### config.mk
export PLATFORM = sky130hd
export DESIGN_NAME = btd_bus_trace_debug
export DESIGN_NICKNAME = d
export VERILOG_FILES = /design/src/design/btd_pkg.sv /design/src/design/btd_bus_trace_debug.sv
export SDC_FILE = /design/constraint.sdc
export NUM_CORES = 1
export LEC_CHECK = 0
export BUFFER_PORTS_ARGS = -buffer_cell sky130_fd_sc_hd__buf_4
export CORE_ASPECT_RATIO = 1.5
export CORE_UTILIZATION = 35
export DETAILED_ROUTE_END_ITERATION = 10
export PLACE_DENSITY = 0.52
export RECOVER_POWER = 50
export SLEW_MARGIN = 15
export SYNTH_ARGS = -nofsm -noshare
export SYNTH_HDL_FRONTEND = slang
export SYNTH_SLANG_ARGS = --single-unit
### constraint.sdc
create_clock -name clk -period 5.51 [get_ports clk]
set_input_delay 0 -clock clk [delete_from_list [all_inputs] [get_ports clk]]
set_output_delay 0 -clock clk [all_outputs]
set_load 0.01 [all_outputs]
### src/design/btd_pkg.sv
// Constants, register map and carrier types of the bus trace debug module
package btd_pkg;

    // ****************************************************************
    // Register indices on the register port
    // ****************************************************************
    localparam logic [3:0] IDX_CMP_A_HIGH = 4'h0;
    localparam logic [3:0] IDX_CMP_A_LOW = 4'h1;
    localparam logic [3:0] IDX_CMP_B_HIGH = 4'h2;
    localparam logic [3:0] IDX_CMP_B_LOW = 4'h3;
    localparam logic [3:0] IDX_FIFO_HIGH = 4'h4;
    localparam logic [3:0] IDX_FIFO_LOW = 4'h5;
    localparam logic [3:0] IDX_CONTROL = 4'h6;
    localparam logic [3:0] IDX_TRIGGER = 4'h7;
    localparam logic [3:0] IDX_STATUS = 4'h8;
    localparam logic [3:0] IDX_FORCE_RST = 4'h9;

    // ****************************************************************
    // Field positions
    // ****************************************************************
    localparam int CTL_ENABLE = 7;
    localparam int CTL_ARM = 6;
    localparam int CTL_TAG = 5;
    localparam int CTL_BREAK_REQUEST_ENABLE = 4;
    localparam int CTL_DIR_A = 3;
    localparam int CTL_DIRQ_A = 2;
    localparam int CTL_DIR_B = 1;
    localparam int CTL_DIRQ_B = 0;
    localparam int TRG_OPCODE = 7;
    localparam int TRG_BEGIN = 6;
    localparam int FRC_RESET_BIT = 0;
    localparam logic [7:0] TRG_WRITE_MASK = 8'hCF;

    // ****************************************************************
    // Reset values and sizes
    // ****************************************************************
    localparam logic [7:0] CMP_RESET = 8'h00;
    localparam logic [7:0] CTL_RESET = 8'h00;
    localparam logic [7:0] TRG_RESET = 8'h00;
    localparam logic [7:0] READ_ZERO = 8'h00;
    localparam logic [3:0] FIFO_FULL_CNT = 4'h8;
    localparam logic [3:0] FIFO_LAST_CNT = 4'h7;

    // ****************************************************************
    // Trigger modes
    // ****************************************************************
    typedef enum logic [3:0] {
        MODE_A_ONLY = 4'b0000,
        MODE_A_OR_B = 4'b0001,
        MODE_A_THEN_B = 4'b0010,
        MODE_EVENT_B = 4'b0011,
        MODE_A_THEN_EVENT_B = 4'b0100,
        MODE_A_AND_B_DATA = 4'b0101,
        MODE_A_NOT_B_DATA = 4'b0110,
        MODE_INSIDE = 4'b0111,
        MODE_OUTSIDE = 4'b1000
    } btd_mode_t;

    // ****************************************************************
    // Carriers
    // ****************************************************************
    typedef struct packed {
        logic valid;
        logic rw;
        logic fetch;
        logic [15:0] addr;
        logic [7:0] data;
    } btd_bus_t;

    typedef struct packed {
        logic valid;
        logic [15:0] addr;
    } btd_exec_t;

    typedef struct packed {
        logic rd;
        logic wr;
        logic dbg;
        logic [3:0] sel;
        logic [7:0] wdata;
    } btd_reg_req_t;

endpackage

### src/design/btd_bus_trace_debug.sv
// Bus trace debug module: comparators, trigger logic, capture FIFO, registers
`timescale 1ns/1ps
// Summary of operation
// - Debug-host write of 1 forces chip reset
// - Comparator bytes reset zero, write only unarmed
// - FIFO high read no advance; event modes zero
// - FIFO low read advances to next word
// - No FIFO advance while armed; host waits
// - Unarmed low read stores last fetch address
// - Enable cannot set while secure; clear disables
// - Arm write starts run; completion or clear ends
// - Tag bit selects tag or force break
// - Break at trigger end trace, full begin
// - Comparator A read/write qualification
// - Comparator B read/write qualification
// - Trigger register writable unarmed; bits 4,5 zero
// - Opcode-qualify matches executed opcodes only
// - Begin/end select; event modes act begin
// - Nine trigger modes; higher codes never trigger
// - Match flags clear at run start, set on match
// - Arm flag mirrors arm; run completion conditions
// - Valid count clears at start, not decremented
// - Event modes store data byte in low half
// - Inside range bounds inclusive
// - A then event B captures until full
module btd_bus_trace_debug
    import btd_pkg::*;
(
    input wire logic clk,
    input wire logic rst_n,
    input wire logic clk_en,
    input wire logic secure,
    input wire btd_bus_t bus,
    input wire btd_exec_t exec,
    input wire btd_reg_req_t req,
    output logic [7:0] reg_rdata,
    output logic break_req,
    output logic break_tag,
    output logic force_reset
);

    // ****************************************************************
    // Registers and state
    // ****************************************************************
    logic [7:0] cmp_a_hi_r;
    logic [7:0] cmp_a_lo_r;
    logic [7:0] cmp_b_hi_r;
    logic [7:0] cmp_b_lo_r;
    logic [7:0] ctl_r;
    logic [7:0] trg_r;
    logic match_a_flag_r;
    logic match_b_flag_r;
    logic a_seen_r;
    logic storing_r;
    logic [3:0] fifo_valid_count_r;
    logic [2:0] wr_ptr_r;
    logic [2:0] rd_ptr_r;
    logic [15:0] last_fetch_r;
    logic [15:0] fifo_mem [8];
    logic [7:0] rdata_r;
    logic break_req_r;
    logic break_tag_r;
    logic force_reset_r;

    // ****************************************************************
    // Decode
    // ****************************************************************
    logic armed;
    logic wr_ctl;
    logic run_start;
    logic enable_nxt;
    logic event_mode;
    logic begin_trace;
    logic rd_fifo_low;
    btd_mode_t mode;

    assign armed = ctl_r[CTL_ARM];
    assign mode = btd_mode_t'(trg_r[3:0]);
    assign wr_ctl = req.wr && (req.sel == IDX_CONTROL);
    assign enable_nxt = req.wdata[CTL_ENABLE] && (ctl_r[CTL_ENABLE] || !secure);
    assign run_start = wr_ctl && enable_nxt && req.wdata[CTL_ARM];
    assign event_mode = (mode == MODE_EVENT_B) || (mode == MODE_A_THEN_EVENT_B);
    assign begin_trace = event_mode || trg_r[TRG_BEGIN];
    assign rd_fifo_low = req.rd && (req.sel == IDX_FIFO_LOW);

    // ****************************************************************
    // Comparators
    // ****************************************************************
    logic [15:0] cmp_a;
    logic [15:0] cmp_b;
    logic [15:0] watch_addr;
    logic watch_valid;
    logic watch_rw;
    logic dir_ok_a;
    logic dir_ok_b;
    logic hit_a;
    logic hit_b;

    assign cmp_a = {cmp_a_hi_r, cmp_a_lo_r};
    assign cmp_b = {cmp_b_hi_r, cmp_b_lo_r};
    // Opcode-qualified matches only look at opcodes that really execute
    assign watch_addr = trg_r[TRG_OPCODE] ? exec.addr : bus.addr;
    assign watch_valid = trg_r[TRG_OPCODE] ? exec.valid : bus.valid;
    assign watch_rw = trg_r[TRG_OPCODE] ? 1'b1 : bus.rw;
    assign dir_ok_a = !ctl_r[CTL_DIRQ_A] || (watch_rw == ctl_r[CTL_DIR_A]);
    assign dir_ok_b = !ctl_r[CTL_DIRQ_B] || (watch_rw == ctl_r[CTL_DIR_B]);
    assign hit_a = armed && watch_valid && (watch_addr == cmp_a) && dir_ok_a;
    assign hit_b = armed && watch_valid && (watch_addr == cmp_b) && dir_ok_b;

    // ****************************************************************
    // Trigger decision
    // ****************************************************************
    logic trig;
    logic in_range;

    assign in_range = (watch_addr >= cmp_a) && (watch_addr <= cmp_b);

    always_comb begin
        trig = 1'b0;
        unique case (trg_r[3:0])
            MODE_A_ONLY: trig = hit_a;
            MODE_A_OR_B: trig = hit_a || hit_b;
            MODE_A_THEN_B: trig = a_seen_r && hit_b;
            MODE_EVENT_B: trig = hit_b;
            MODE_A_THEN_EVENT_B: trig = a_seen_r && hit_b;
            MODE_A_AND_B_DATA: trig = hit_a && (bus.data == cmp_b_lo_r);
            MODE_A_NOT_B_DATA: trig = hit_a && (bus.data != cmp_b_lo_r);
            MODE_INSIDE: trig = armed && watch_valid && in_range;
            MODE_OUTSIDE: trig = armed && watch_valid && !in_range;
            default: trig = 1'b0;
        endcase
    end

    // ****************************************************************
    // Capture decision
    // ****************************************************************
    logic store_en;
    logic [15:0] store_word;
    logic run_done;
    logic [2:0] wr_ptr_nxt;
    logic [3:0] cnt_nxt;

    always_comb begin
        store_en = 1'b0;
        if (armed && !run_start) begin
            if (event_mode) begin
                store_en = trig;
            end else if (begin_trace) begin
                store_en = bus.fetch && (storing_r || trig);
            end else begin
                store_en = bus.fetch;
            end
        end
    end

    assign store_word = event_mode ? {READ_ZERO, bus.data} : bus.addr;
    assign wr_ptr_nxt = store_en ? wr_ptr_r + 3'd1 : wr_ptr_r;
    assign cnt_nxt = (store_en && (fifo_valid_count_r != FIFO_FULL_CNT))
        ? fifo_valid_count_r + 4'd1 : fifo_valid_count_r;
    // Begin trace ends on the eighth stored word, end trace on trigger
    assign run_done = armed && !run_start && (begin_trace
        ? (store_en && (fifo_valid_count_r == FIFO_LAST_CNT))
        : trig);

    // ****************************************************************
    // Comparator registers
    // ****************************************************************
    always_ff @(posedge clk or negedge rst_n) begin
        if (!rst_n) begin
            cmp_a_hi_r <= CMP_RESET;
            cmp_a_lo_r <= CMP_RESET;
            cmp_b_hi_r <= CMP_RESET;
            cmp_b_lo_r <= CMP_RESET;
        end else if (clk_en && req.wr && !armed) begin
            if (req.sel == IDX_CMP_A_HIGH) begin
                cmp_a_hi_r <= req.wdata;
            end
            if (req.sel == IDX_CMP_A_LOW) begin
                cmp_a_lo_r <= req.wdata;
            end
            if (req.sel == IDX_CMP_B_HIGH) begin
                cmp_b_hi_r <= req.wdata;
            end
            if (req.sel == IDX_CMP_B_LOW) begin
                cmp_b_lo_r <= req.wdata;
            end
        end
    end

    // ****************************************************************
    // Control and trigger registers
    // ****************************************************************
    always_ff @(posedge clk or negedge rst_n) begin
        if (!rst_n) begin
            ctl_r <= CTL_RESET;
        end else if (clk_en) begin
            if (wr_ctl) begin
                ctl_r <= req.wdata;
                ctl_r[CTL_ENABLE] <= enable_nxt;
                ctl_r[CTL_ARM] <= enable_nxt && req.wdata[CTL_ARM];
            end else if (run_done) begin
                ctl_r[CTL_ARM] <= 1'b0;
            end
        end
    end

    always_ff @(posedge clk or negedge rst_n) begin
        if (!rst_n) begin
            trg_r <= TRG_RESET;
        end else if (clk_en && req.wr && (req.sel == IDX_TRIGGER) && !armed) begin
            trg_r <= req.wdata & TRG_WRITE_MASK;
        end
    end

    // ****************************************************************
    // Run status and sequence state
    // ****************************************************************
    always_ff @(posedge clk or negedge rst_n) begin
        if (!rst_n) begin
            match_a_flag_r <= 1'b0;
            match_b_flag_r <= 1'b0;
            a_seen_r <= 1'b0;
            storing_r <= 1'b0;
            fifo_valid_count_r <= 4'h0;
        end else if (clk_en) begin
            if (run_start) begin
                match_a_flag_r <= 1'b0;
                match_b_flag_r <= 1'b0;
                a_seen_r <= 1'b0;
                storing_r <= 1'b0;
                fifo_valid_count_r <= 4'h0;
            end else if (armed) begin
                if (hit_a) begin
                    match_a_flag_r <= 1'b1;
                    a_seen_r <= 1'b1;
                end
                if (hit_b) begin
                    match_b_flag_r <= 1'b1;
                end
                if (trig) begin
                    storing_r <= 1'b1;
                end
                fifo_valid_count_r <= cnt_nxt;
            end
        end
    end

    // ****************************************************************
    // Capture FIFO
    // ****************************************************************
    always_ff @(posedge clk or negedge rst_n) begin
        if (!rst_n) begin
            wr_ptr_r <= 3'd0;
            rd_ptr_r <= 3'd0;
        end else if (clk_en) begin
            if (run_start) begin
                wr_ptr_r <= 3'd0;
                rd_ptr_r <= 3'd0;
            end else if (armed) begin
                wr_ptr_r <= wr_ptr_nxt;
                // Oldest word first once the run is over; reads stay put meanwhile
                if (run_done) begin
                    rd_ptr_r <= cnt_nxt[3] ? wr_ptr_nxt : 3'd0;
                end
            end else if (rd_fifo_low) begin
                rd_ptr_r <= rd_ptr_r + 3'd1;
            end
        end
    end

    always_ff @(posedge clk) begin
        if (clk_en) begin
            if (store_en) begin
                fifo_mem[wr_ptr_r] <= store_word;
            end else if (!armed && rd_fifo_low) begin
                fifo_mem[rd_ptr_r] <= last_fetch_r;
            end
        end
    end

    always_ff @(posedge clk or negedge rst_n) begin
        if (!rst_n) begin
            last_fetch_r <= 16'h0000;
        end else if (clk_en && bus.valid && bus.fetch) begin
            last_fetch_r <= bus.addr;
        end
    end

    // ****************************************************************
    // Read data
    // ****************************************************************
    logic [7:0] rd_mux;
    logic [15:0] fifo_head;

    assign fifo_head = fifo_mem[rd_ptr_r];

    always_comb begin
        rd_mux = READ_ZERO;
        case (req.sel)
            IDX_CMP_A_HIGH: rd_mux = cmp_a_hi_r;
            IDX_CMP_A_LOW: rd_mux = cmp_a_lo_r;
            IDX_CMP_B_HIGH: rd_mux = cmp_b_hi_r;
            IDX_CMP_B_LOW: rd_mux = cmp_b_lo_r;
            IDX_FIFO_HIGH: rd_mux = event_mode ? READ_ZERO : fifo_head[15:8];
            IDX_FIFO_LOW: rd_mux = fifo_head[7:0];
            IDX_CONTROL: rd_mux = ctl_r;
            IDX_TRIGGER: rd_mux = trg_r;
            IDX_STATUS: rd_mux = {match_a_flag_r, match_b_flag_r,
                armed && ctl_r[CTL_ENABLE], 1'b0, fifo_valid_count_r};
            IDX_FORCE_RST: rd_mux = READ_ZERO;
            default: rd_mux = READ_ZERO;
        endcase
    end

    always_ff @(posedge clk or negedge rst_n) begin
        if (!rst_n) begin
            rdata_r <= READ_ZERO;
        end else if (clk_en && req.rd) begin
            rdata_r <= rd_mux;
        end
    end

    // ****************************************************************
    // Break and forced reset outputs
    // ****************************************************************
    always_ff @(posedge clk or negedge rst_n) begin
        if (!rst_n) begin
            break_req_r <= 1'b0;
            break_tag_r <= 1'b0;
        end else if (clk_en) begin
            break_req_r <= run_done && ctl_r[CTL_BREAK_REQUEST_ENABLE];
            break_tag_r <= ctl_r[CTL_BREAK_REQUEST_ENABLE] && ctl_r[CTL_TAG];
        end
    end

    always_ff @(posedge clk or negedge rst_n) begin
        if (!rst_n) begin
            force_reset_r <= 1'b0;
        end else if (clk_en) begin
            force_reset_r <= req.wr && req.dbg && (req.sel == IDX_FORCE_RST)
                && req.wdata[FRC_RESET_BIT];
        end
    end

    assign reg_rdata = rdata_r;
    assign break_req = break_req_r;
    assign break_tag = break_tag_r;
    assign force_reset = force_reset_r;

endmodule

==> results of run 1 <==
-- power groups by stage --
stage	sequential (mW)	clock, mW	combinational (mW)
2_1_floorplan	1.95	0	0.648
3_3_place_gp	2.05	0	0.885
3_5_place_dp	2.05	0	0.892
4_1_cts	2.02	1.56	0.914
5_1_grt	2.04	1.61	0.990
6_report	2.02	1.53	0.889
-- worst paths after layout --
check,endpoint,from,depth (start not counted),slack [ps]
max,fifo_mem[1][1],trg_r[7],13,910
min,force_reset,req[12],4,10
max reg2reg,fifo_mem[1][1],trg_r[7],13,910
min reg2reg,reg_rdata[4],reg_rdata[4],2,490
max in group asynchronous,rd_ptr_r[1],rst_n,4,2000
min in group asynchronous,cmp_b_lo_r[3],rst_n,4,1180
-- area by class of cell --
| cell class | count | area [sq um] | share of cell area [%] |
|---|---|---|---|
| timing repair buffer | 123 | 925 | 7.34 |
| clock inverter | 15 | 151 | 1.20 |
| multi-input combinational | 544 | 4280 | 34.0 |
| sequential | 214 | 6000 | 47.6 |
| inverter | 43 | 161 | 1.28 |
| tap | 395 | 494 | 3.92 |
| clock buffer | 25 | 583 | 4.63 |
-- cells by family (layout without fill, tap and decap cells) --
logic type / count (synthesis) / after routing / synth area share [%]
DFF: 214 / 214 / 56.5
muxes: 107 / 107 / 14.5
xor gates and xnor gates: 10 / 10 / 0.825
adders and majority gates: 36 / 36 / 4.24
and+or+nand+nor: 217 / 217 / 9.94
AOI/OAI and AO/OA: 174 / 174 / 10.8
buffers and inverters: 86 / 206 / 3.21
-- layout by cell type, fill, tap and decap left out, types with 32 or more instances in the layout --
| master | count |
|---|---|
| dfrtp_1 | 86 |
| edfxtp_1 | 128 |
| ha_1 | 36 |
| mux2_2 | 55 |
| buf_4 | 75 |
| a21oi_1 | 40 |
| o21ai_0 | 53 |
| inv_1 | 42 |
| nand2_1 | 104 |
| mux4_2 | 32 |
-- routing by layer --
layer | global-route usage, % | vias to the layer above | wire length, um
li1 | - | 3391 | -
met1 | 24.9 | 3645 | 12300
met2 | 37.6 | 190 | 16500
met3 | 2.14 | 66 | 1080
met4 | 10.5 | 0 | 1610
met5 | 0 | - | 0
-- critical path: cells and delay by family, from the launching register on --
family | cells | cell delay [ps]
and+or+nand+nor | 6 | 1270
DFF | 1 | 980
AOI/OAI and AO/OA | 3 | 700
buffers and inverters | 2 | 520
muxes | 1 | 440
adders and majority gates | 1 | 320
-- sequential cells by signal, summed over array words and instances, names as in the netlist, 8 cells and up --
register	cells
cmp_a_hi_r	8
cmp_b_lo_r	8
fifo_mem	128
last_fetch_r	16
ctl_r	8
cmp_b_hi_r	8
cmp_a_lo_r	8
reg_rdata	8
-- per-stage QoR --
stage / hold slack [ps] / area, sq um / util [%] / setup WS (ps) / power (mW)
2_1_floorplan: -296 / 10600 / - / 1010 / 2.60
3_3_place_gp: -30.9 / 11600 / 39.2 / 1100 / 2.94
3_5_place_dp: -30.6 / 11600 / 39.2 / 1030 / 2.95
4_1_cts: 7.55 / 12700 / 42.7 / 995 / 4.49
5_1_grt: 28.4 / 12600 / 42.4 / 488 / 4.64
6_report: 12.2 / 12600 / 42.4 / 906 / 4.44
==> results.py, run 1 <==
metrics = {
    "outcome": {
        "status": "complete, but fails checks",
        "failed_checks": "capacitance limit, slew limit",
    },
    "finish": {
        "final_nets": 1047,
        "n_antenna_cell": 0,
        "nFillCells": 2903,
        "synthToLayoutAreaGrowth_pct": 18.7,
        "final_layout_size_suffix_gt1_share_pct": 21.4,
        "fin_cells": 1359,
    },
    "clocking": {
        "cts_max_level": 1,
        "cts_sinks": 214,
        "post_cts_resized": 0,
        "clockRootBuffer": "clkbuf_16",
        "clkLatencyLatePin_ps": 510,
        "tritoncts": "yes",
        "ctsHoldBuffers": 30,
        "numCtsBuffers": 22,
        "cts.clk_slew.worst_paths_ps": 70,
        "cts_buffer_depth": 3,
        "postCtsSetupBuffers": 0,
    },
    "sta": {
        "rsz0062_at_grt": "no",
        "hold_viol_final": 0,
        "maxSlewHeadroom_pct": -106,
        "finalSetupViolations": 0,
        "min_period_ps": 4600,
        "finalClockSkew_ps": 13.0,
        "setup_tns_ps": 0,
        "slew_violations": 107,
        "worst_pin_slew_ps": 3080,
        "post-route-period-util_pct": 83.6,
        "clock.fmax_ghz": 0.217,
    },
    "detailed_routing": {
        "postRouteAntennaNets": 0,
        "vias": 7292,
        "via_per_inst": 5.37,
        "drtIter0Drc": 475,
        "wirelength_mm": 31.6,
        "dr.pass1.iters": 5,
        "post-route-drc-count": 0,
        "wl_per_cell_um": 23.2,
    },
    "placement": {
        "port_buffers": 73,
        "dpl.cell_count": 1289,
        "globalplace.congestion": 0.887,
        "place_hpwl_mm": 23.7,
    },
    "synth": {
        "synth_area_per_cell_sq_um": 12.6,
        "synth_common_cells": "edfxtp_1 (128), nand2_1 (104), dfrtp_1 (86)",
        "ys_top_cells_by_area": "edfxtp_1 (36%), dfrtp_1 (20%), mux4_2 (6.8%)",
        "synth_cell_types": 67,
        "ys_seq_area_share_pct": 56.5,
        "synth_top_cell_by_area": "edfxtp_1",
        "synth.most_common_cell": "edfxtp_1",
        "ys_async_sr_fraction_pct": 40.2,
        "yosysWarnings": 0,
        "synth_top_cell_area_share_pct": 36.2,
        "netlist_instances": 844,
        "netlist_area_sq_um": 10600,
        "synth_flop_cell": "edfxtp_1",
        "synth_edf_count": 128,
        "ys_seq_elements": 214,
        "syn_nets": 943,
    },
    "floorplan": {
        "row_count": 77,
        "core-area_sq_um": 29700,
        "initial_core_util_pct": 35.8,
        "die_w_um": 144,
        "die_h_um": 215,
        "die-area_sq_um": 31000,
        "num_io_pins": 74,
    },
    "pwr": {
        "combPwrFrac_pct": 20.0,
        "power.internal_mw": 3.16,
        "power-per-cell-area_nw_per_um2": 352,
        "power_switching_mw": 1.27,
        "clkPwrFrac_pct": 34.5,
        "seqPwrFrac_pct": 45.5,
        "ir_worst_vdd_v": 0.000213,
        "p_leak_nw": 4.81,
        "swShare_pct": 28.7,
    },
    "setup_path": {
        "path_cells": "mux2_2, ha_1, nand4_1, nor4_1, buf_4, nand3_1, a21oi_1, nand2_1, nand3_2, o21a_1, a32oi_1, nor2_1, buf_4",
        "crit_arrival_ps": 4790,
        "setup.worst_path.end_class": "flip-flop",
        "cp_max_fo": 23,
        "slowest_stage": "dfrtp_1",
        "start_kind": "flip-flop",
        "crit_top_cell": "buf_4",
        "max_stage_delay_ps": 980,
        "cp.required_ps": 5700,
        "critPathKind": "reg -> reg",
    },
    "worst_hold_path": {
        "hold_class": "in -> reg",
    },
    "global_route": {
        "grt_use_total_pct": 21.1,
        "first_global_vias": 7494,
        "grt_pass1_wl_mm": 47.6,
        "grt_max_degree": 55,
        "antenna_found_initial": 0,
        "gr-total-overflow": 0,
    },
    "job": {
        "maxCapViolations": 3,
    },
}
No activity file was read; power rests on OpenSTA's default activity.
==> inputs of run 2 (changes only) <==
--- a/config.mk
+++ b/config.mk
@@ -5,11 +5,12 @@
 export SDC_FILE = /design/constraint.sdc
 export NUM_CORES = 1
 export LEC_CHECK = 0
+export ABC_AREA = 1
 export BUFFER_PORTS_ARGS = -buffer_cell sky130_fd_sc_hd__buf_4
 export CORE_ASPECT_RATIO = 1.5
 export CORE_UTILIZATION = 35
 export DETAILED_ROUTE_END_ITERATION = 10
-export PLACE_DENSITY = 0.52
+export PLACE_DENSITY = 0.54
 export RECOVER_POWER = 50
 export SLEW_MARGIN = 15
 export SYNTH_ARGS = -nofsm -noshare
==> constraint.sdc (replaced) <==
create_clock -name clk -period 4.19 [get_ports clk]
set_input_delay 0 -clock clk [delete_from_list [all_inputs] [get_ports clk]]
set_output_delay 0 -clock clk [all_outputs]
set_load 0.01 [all_outputs]
==> run 2 against run 1 <==
Compared with the run above:
- the flow still finishes with violations (capacitance limit, slew limit)
- register-to-register slack worse by 590 ps
- sequential share of layout area is 0.81 points lower
- cell area is 1.7% higher
- global-route usage is 1.0 points higher
- fmax is 19% higher
- critical path depth is 6 higher
- first-iteration DRC count is 36% higher
- sequential power is 31% higher
- count of clock-buffer cells in the layout is 2 lower
- largest cell class unchanged
- total power is 49% higher
- via count is 18% higher
==> results.py, run 2 <==
metrics = {
    "detailed_routing": {
        "via_per_inst": 5.13,
        "wl_per_cell_um": 19.8,
        "dr.pass1.iters": 5,
        "wirelength_mm": 33.3,
        "drtIter0Drc": 645,
        "postRouteAntennaNets": 0,
        "vias": 8615,
        "post-route-drc-count": 0,
    },
    "global_route": {
        "first_global_vias": 8748,
        "grt_use_total_pct": 22.2,
        "grt_pass1_wl_mm": 50.9,
        "gr-total-overflow": 0,
        "grt_max_degree": 68,
        "antenna_found_initial": 0,
    },
    "floorplan": {
        "die_w_um": 145,
        "initial_core_util_pct": 35.5,
        "core-area_sq_um": 30200,
        "die-area_sq_um": 31300,
        "row_count": 78,
        "num_io_pins": 74,
        "die_h_um": 216,
    },
    "synth": {
        "synth_top_cell_by_area": "edfxtp_1",
        "synth_edf_count": 128,
        "synth_area_per_cell_sq_um": 9.37,
        "synth_common_cells": "nand2_1 (216), o21ai_0 (168), inv_1 (130)",
        "ys_seq_area_share_pct": 56.1,
        "ys_async_sr_fraction_pct": 40.2,
        "netlist_instances": 1142,
        "synth_cell_types": 42,
        "syn_nets": 1241,
        "ys_seq_elements": 214,
        "synthAdderAreaFrac_pct": 4.21,
        "netlist_area_sq_um": 10700,
        "synth_top_cell_area_share_pct": 35.9,
        "synth_flop_cell": "edfxtp_1",
        "ys_top_cells_by_area": "edfxtp_1 (36%), dfrtp_1 (20%), o21ai_0 (7.9%)",
        "synthMuxAreaShare_pct": 0,
        "synth.most_common_cell": "nand2_1",
        "synth-compound-area-share_pct": 15.2,
        "yosys.area_share.simple_pct": 17.0,
        "synth_top_family_by_area": "simple AND/OR/NAND/NOR gates",
        "synth_xor_area_share_pct": 0.901,
        "yosysWarnings": 0,
    },
    "sta": {
        "finalClockSkew_ps": 11.9,
        "rsz0062_at_grt": "no",
        "setup_tns_ps": 0,
        "setup_slack_ps": 319,
        "min_period_ps": 3870,
        "whs_ps": 21.3,
        "worst_pin_slew_ps": 3410,
        "hold_viol_final": 0,
        "maxSlewHeadroom_pct": -128,
        "clock.fmax_ghz": 0.258,
        "slew_violations": 63,
        "post-route-period-util_pct": 92.4,
        "finalSetupViolations": 0,
    },
    "finish": {
        "largest_register": "fifo_mem",
        "multiInputGateArea_sq_um": 4020,
        "fin_cells": 1679,
        "reg_top3": "fifo_mem: 128 flops, last_fetch_r: 16 flops",
        "synthToLayoutAreaGrowth_pct": 19.8,
        "largest_reg_flops": 128,
        "final_cell_mix": "nand2_1 (216), o21ai_0 (168), inv_1 (131)",
        "mostFrequentLayoutCell": "nand2_1",
        "n_antenna_cell": 0,
        "final_nets": 1364,
        "ff_latch_area_sq_um": 6000,
        "nFillCells": 2962,
        "final_layout_size_suffix_gt1_share_pct": 13.4,
    },
    "clocking": {
        "clkLatencyLatePin_ps": 510,
        "numCtsBuffers": 21,
        "clockRootBuffer": "clkbuf_16",
        "post_cts_resized": 0,
        "postCtsSetupBuffers": 0,
        "cts.clk_slew.worst_paths_ps": 70,
        "tritoncts": "yes",
        "cts_buffer_depth": 3,
        "ctsHoldBuffers": 31,
        "cts_max_level": 1,
        "cts_sinks": 214,
    },
    "setup_path": {
        "cp.required_ps": 4380,
        "reg2reg_slack_ps": 320,
        "crit_arrival_ps": 4060,
        "critPathKind": "reg -> reg",
        "cp_max_fo": 28,
        "start_kind": "flip-flop",
        "setup.worst_path.end_class": "flip-flop",
    },
    "pwr": {
        "combPwrFrac_pct": 30.8,
        "clkPwrFrac_pct": 29.2,
        "ir_worst_vdd_v": 0.000315,
        "p_leak_nw": 5.32,
        "seqPwrFrac_pct": 40.0,
        "power.internal_mw": 4.24,
        "power-per-cell-area_nw_per_um2": 515,
        "swShare_pct": 35.7,
        "power_switching_mw": 2.36,
    },
    "placement": {
        "port_buffers": 73,
        "pre_cts_slack_ps": 373,
        "globalplace.congestion": 0.961,
        "dpl.cell_count": 1611,
        "place_hpwl_mm": 25.3,
    },
    "worst_hold_path": {
        "hold_class": "in -> reg",
    },
    "job": {
        "maxCapViolations": 1,
    },
    "outcome": {
        "status": "complete, but fails checks",
        "failed_checks": "capacitance limit, slew limit",
    },
}
-- run 2: cell count changes in the layout (fill, tap and decap cells not counted), moves of 18 or more --
cell,change
o211ai_1,+18
mux2i_1,-20
mux2_2,-55
a22o_1,-20
nand2_1,+112
nor2_1,+80
inv_1,+89
mux4_2,-32
o221ai_1,+19
o22ai_1,+27
o21ai_0,+115
nand3_1,+28
a21oi_1,-22
-- run 2: cells by family (layout without fill, tap and decap cells) --
| group | count (synthesis) | after routing |
|---|---|---|
| xor+xnor | 11 | 11 |
| buf+inv | 184 | 321 |
| flops | 214 | 214 |
| compound gates | 280 | 280 |
| simple gates | 417 | 417 |
| fa+ha+maj | 36 | 36 |
-- run 2: layer usage --
layer  GRT usage [%]  wire length, um
met3            1.72              968
met2            42.1            18300
met1            24.8            12800
met4            9.30             1300
met5               0                0
-- run 2: path summary, 6_finish.rpt --
kind | start | to | cells after the start
max in group asynchronous | rst_n | rd_ptr_r[0] | 2
worst min-delay path | req[13] | fifo_valid_count_r[2] | 4
worst min register to register | last_fetch_r[11] | last_fetch_r[11] | 2
worst max-delay path | trg_r[7] | fifo_mem[7][10] | 19
min in group asynchronous | rst_n | break_tag | 2
worst max register to register | trg_r[7] | fifo_mem[7][10] | 19
-- run 2: critical path, cell delays in order, from the launching register on --
cell and delay, ps:
dfrtp_1 830, o21ai_0 300, ha_1 360, nand2_1 60, nor2_1 280, nand4_1 220, nand2_1 110, nor2_1 40
nand2_1 100, nand3_1 80, nand2_1 70, nand2_1 110, nand3_4 140, nand2_4 80, inv_2 80, nand2_1 70
nand2_2 80, inv_2 80, nor3_2 150, buf_4 280
-- run 2: through the flow --
stage | utilization, % | power [mW] | instance area [sq um]
6_report | 42.5 | 6.59 | 12800
5_1_grt | 42.5 | 6.98 | 12800
4_1_cts | 42.8 | 6.67 | 12900
3_5_place_dp | 39.4 | 4.71 | 11900
3_3_place_gp | 39.4 | 4.71 | 11900
2_1_floorplan | - | 3.92 | 10700
-- run 2: final cells by class --
cell class	instances	share of cell area, %
clock buffers	23	4.16
clock inverters	14	1.22
inverters	141	4.15
multi-input cells	744	31.4
flip-flops and latches	214	46.8
well taps	400	3.91
repair buffers	143	8.35
-- run 2: power by group through the flow --
stage	Combinational, mW	Clock [mW]	Sequential [mW]
6_report	2.03	1.93	2.64
5_1_grt	2.28	2.04	2.66
4_1_cts	2.06	1.97	2.63
3_5_place_dp	2.03	0	2.68
3_3_place_gp	2.04	0	2.67
2_1_floorplan	1.31	0	2.62
==> inputs of run 3 (changes only) <==
--- a/config.mk
+++ b/config.mk
@@ -5,12 +5,10 @@
 export SDC_FILE = /design/constraint.sdc
 export NUM_CORES = 1
 export LEC_CHECK = 0
-export ABC_AREA = 1
 export BUFFER_PORTS_ARGS = -buffer_cell sky130_fd_sc_hd__buf_4
 export CORE_ASPECT_RATIO = 1.5
 export CORE_UTILIZATION = 35
 export DETAILED_ROUTE_END_ITERATION = 10
-export PLACE_DENSITY = 0.54
 export RECOVER_POWER = 50
 export SLEW_MARGIN = 15
 export SYNTH_ARGS = -nofsm -noshare
==> run 3 against run 2 <==
Compared with the run above:
- worst hold slack worse by 8.7 ps
- non-clock buffer count down 13
- clock skew up 3.8 ps
- wire length down 8.1%
- critical path depth down 6
- first-iteration DRC count down 28%
- the flow still finishes with violations (capacitance limit, slew limit)
- core utilization up 0.20 points
- combinational power down 40%
- via count down 15%
==> results.py, run 3 (same netlist as run 1, synthesis figures left out) <==
metrics = {
    "sta": {
        "worst_pin_slew_ps": 1870,
        "maxSlewHeadroom_pct": -24.9,
        "slew_violations": 32,
        "finalSetupViolations": 0,
        "post-route-period-util_pct": 92.5,
        "clock.fmax_ghz": 0.258,
        "setup_tns_ps": 0,
        "rsz0062_at_grt": "no",
        "min_period_ps": 3880,
        "finalClockSkew_ps": 15.6,
        "whs_ps": 12.6,
        "hold_viol_final": 0,
    },
    "floorplan": {
        "row_count": 77,
        "num_io_pins": 74,
        "die-area_sq_um": 31000,
        "initial_core_util_pct": 35.8,
        "die_h_um": 215,
        "die_w_um": 144,
        "core-area_sq_um": 29700,
    },
    "setup_path": {
        "cp_max_fo": 17,
        "cp.required_ps": 4360,
        "setup.worst_path.end_class": "flip-flop",
        "crit_arrival_ps": 4050,
        "critPathKind": "reg -> reg",
        "start_kind": "flip-flop",
    },
    "clocking": {
        "cts_sinks": 214,
        "numCtsBuffers": 21,
        "tritoncts": "yes",
        "clockRootBuffer": "clkbuf_16",
        "cts_max_level": 1,
        "cts_buffer_depth": 3,
        "cts.clk_slew.worst_paths_ps": 60,
        "clkLatencyLatePin_ps": 500,
    },
    "global_route": {
        "grt_use_total_pct": 20.4,
        "grt_max_degree": 54,
        "first_global_vias": 7504,
        "antenna_found_initial": 0,
        "gr-total-overflow": 0,
        "grt_pass1_wl_mm": 46.1,
    },
    "finish": {
        "nFillCells": 2852,
        "largest_register": "fifo_mem",
        "ff_latch_area_sq_um": 6000,
        "n_antenna_cell": 0,
        "synthToLayoutAreaGrowth_pct": 19.4,
        "largest_reg_flops": 128,
        "final_nets": 1053,
        "final_cell_mix": "edfxtp_1 (128), nand2_1 (104), dfrtp_1 (85), buf_4 (85), mux2_2 (54)",
        "final_layout_size_suffix_gt1_share_pct": 23.0,
        "mostFrequentLayoutCell": "edfxtp_1",
        "reg_top3": "fifo_mem: 128 flops, last_fetch_r: 16 flops",
        "multiInputGateArea_sq_um": 4300,
    },
    "placement": {
        "place_hpwl_mm": 23.7,
        "globalplace.congestion": 0.911,
        "port_buffers": 73,
    },
    "worst_hold_path": {
        "hold_class": "in -> reg",
    },
    "outcome": {
        "status": "complete, but fails checks",
        "failed_checks": "capacitance limit, slew limit",
    },
    "detailed_routing": {
        "wl_per_cell_um": 22.5,
        "drtIter0Drc": 463,
        "via_per_inst": 5.40,
        "vias": 7348,
        "dr.pass1.iters": 5,
        "post-route-drc-count": 0,
        "wirelength_mm": 30.6,
        "postRouteAntennaNets": 0,
    },
    "job": {
        "maxCapViolations": 1,
    },
    "pwr": {
        "p_leak_nw": 4.85,
        "power-per-cell-area_nw_per_um2": 463,
        "ir_worst_vdd_v": 0.000230,
    },
}
## run 3: report_power, final
group          internal, mW  leakage, nW  total (mW)  switching (mW)
logic                 0.564         2.29        1.21           0.642
clock network          1.23        0.343        2.01           0.788
registers              2.43         2.22        2.65           0.214
## run 3: stage by stage
stage | utilization, % | power, mW | instances | instance area, sq um | setup slack, ps
4_1_cts | 42.9 | 5.91 | 1362 | 12700 | 270
6_report | 42.7 | 5.87 | 1362 | 12700 | 314
5_1_grt | 42.7 | 6.11 | 1362 | 12700 | 60.7
3_3_place_gp | 39.5 | 3.86 | 1297 | 11700 | 383
2_1_floorplan | - | 3.42 | 844 | 10600 | -240
3_5_place_dp | 39.5 | 3.88 | 1297 | 11700 | 323
## run 3: cell type report
| cell class | count | share of cell area (%) |
|---|---|---|
| inverters | 43 | 1.27 |
| multi-input cells | 544 | 33.9 |
| flip-flops and latches | 214 | 47.3 |
| well taps | 395 | 3.90 |
| clock buffers | 24 | 4.24 |
| repair buffers | 130 | 7.81 |
| clock inverters | 12 | 1.48 |
## run 3: critical path: stages (launching register included)
cell and delay (ps):
dfrtp_1 320, buf_4 250, mux2_2 390, ha_1 310, a21oi_1 120, o21ai_0 180, a221o_1 360, a211o_1 300
o32a_1 340, nand3_2 150, o21a_1 170, a32oi_2 200, nor2_2 180, buf_4 270
## run 3: per-layer routing
layer / vias up / track usage [%] / part of all wire (%)
met5: - / 0 / 0
met3: 75 / 2.12 / 3.7
li1: 3401 / - / -
met2: 217 / 36.7 / 53
met4: 0 / 10.9 / 5.6
met1: 3655 / 23.3 / 38
## run 3: path summary, 6_finish.rpt
| check | start | to | slack (ps) | cells after the start |
|---|---|---|---|---|
| worst min-delay path | req[14] | rd_ptr_r[1] | 10 | 4 |
| worst max-delay path | trg_r[7] | fifo_mem[3][5] | 310 | 13 |
| min in group asynchronous | rst_n | last_fetch_r[5] | 1090 | 3 |
| max in group asynchronous | rst_n | fifo_valid_count_r[1] | 920 | 4 |
| worst max register to register | trg_r[7] | fifo_mem[3][5] | 310 | 13 |
| worst min register to register | reg_rdata[4] | reg_rdata[4] | 490 | 2 |
## run 3: repair_timing
item	in CTS	in global routing
setup buffers	0	0
endpoints found under the hold margin	104	0
endpoints found under the setup margin	0	48
resized for setup	0	1
hold buffers	29	0
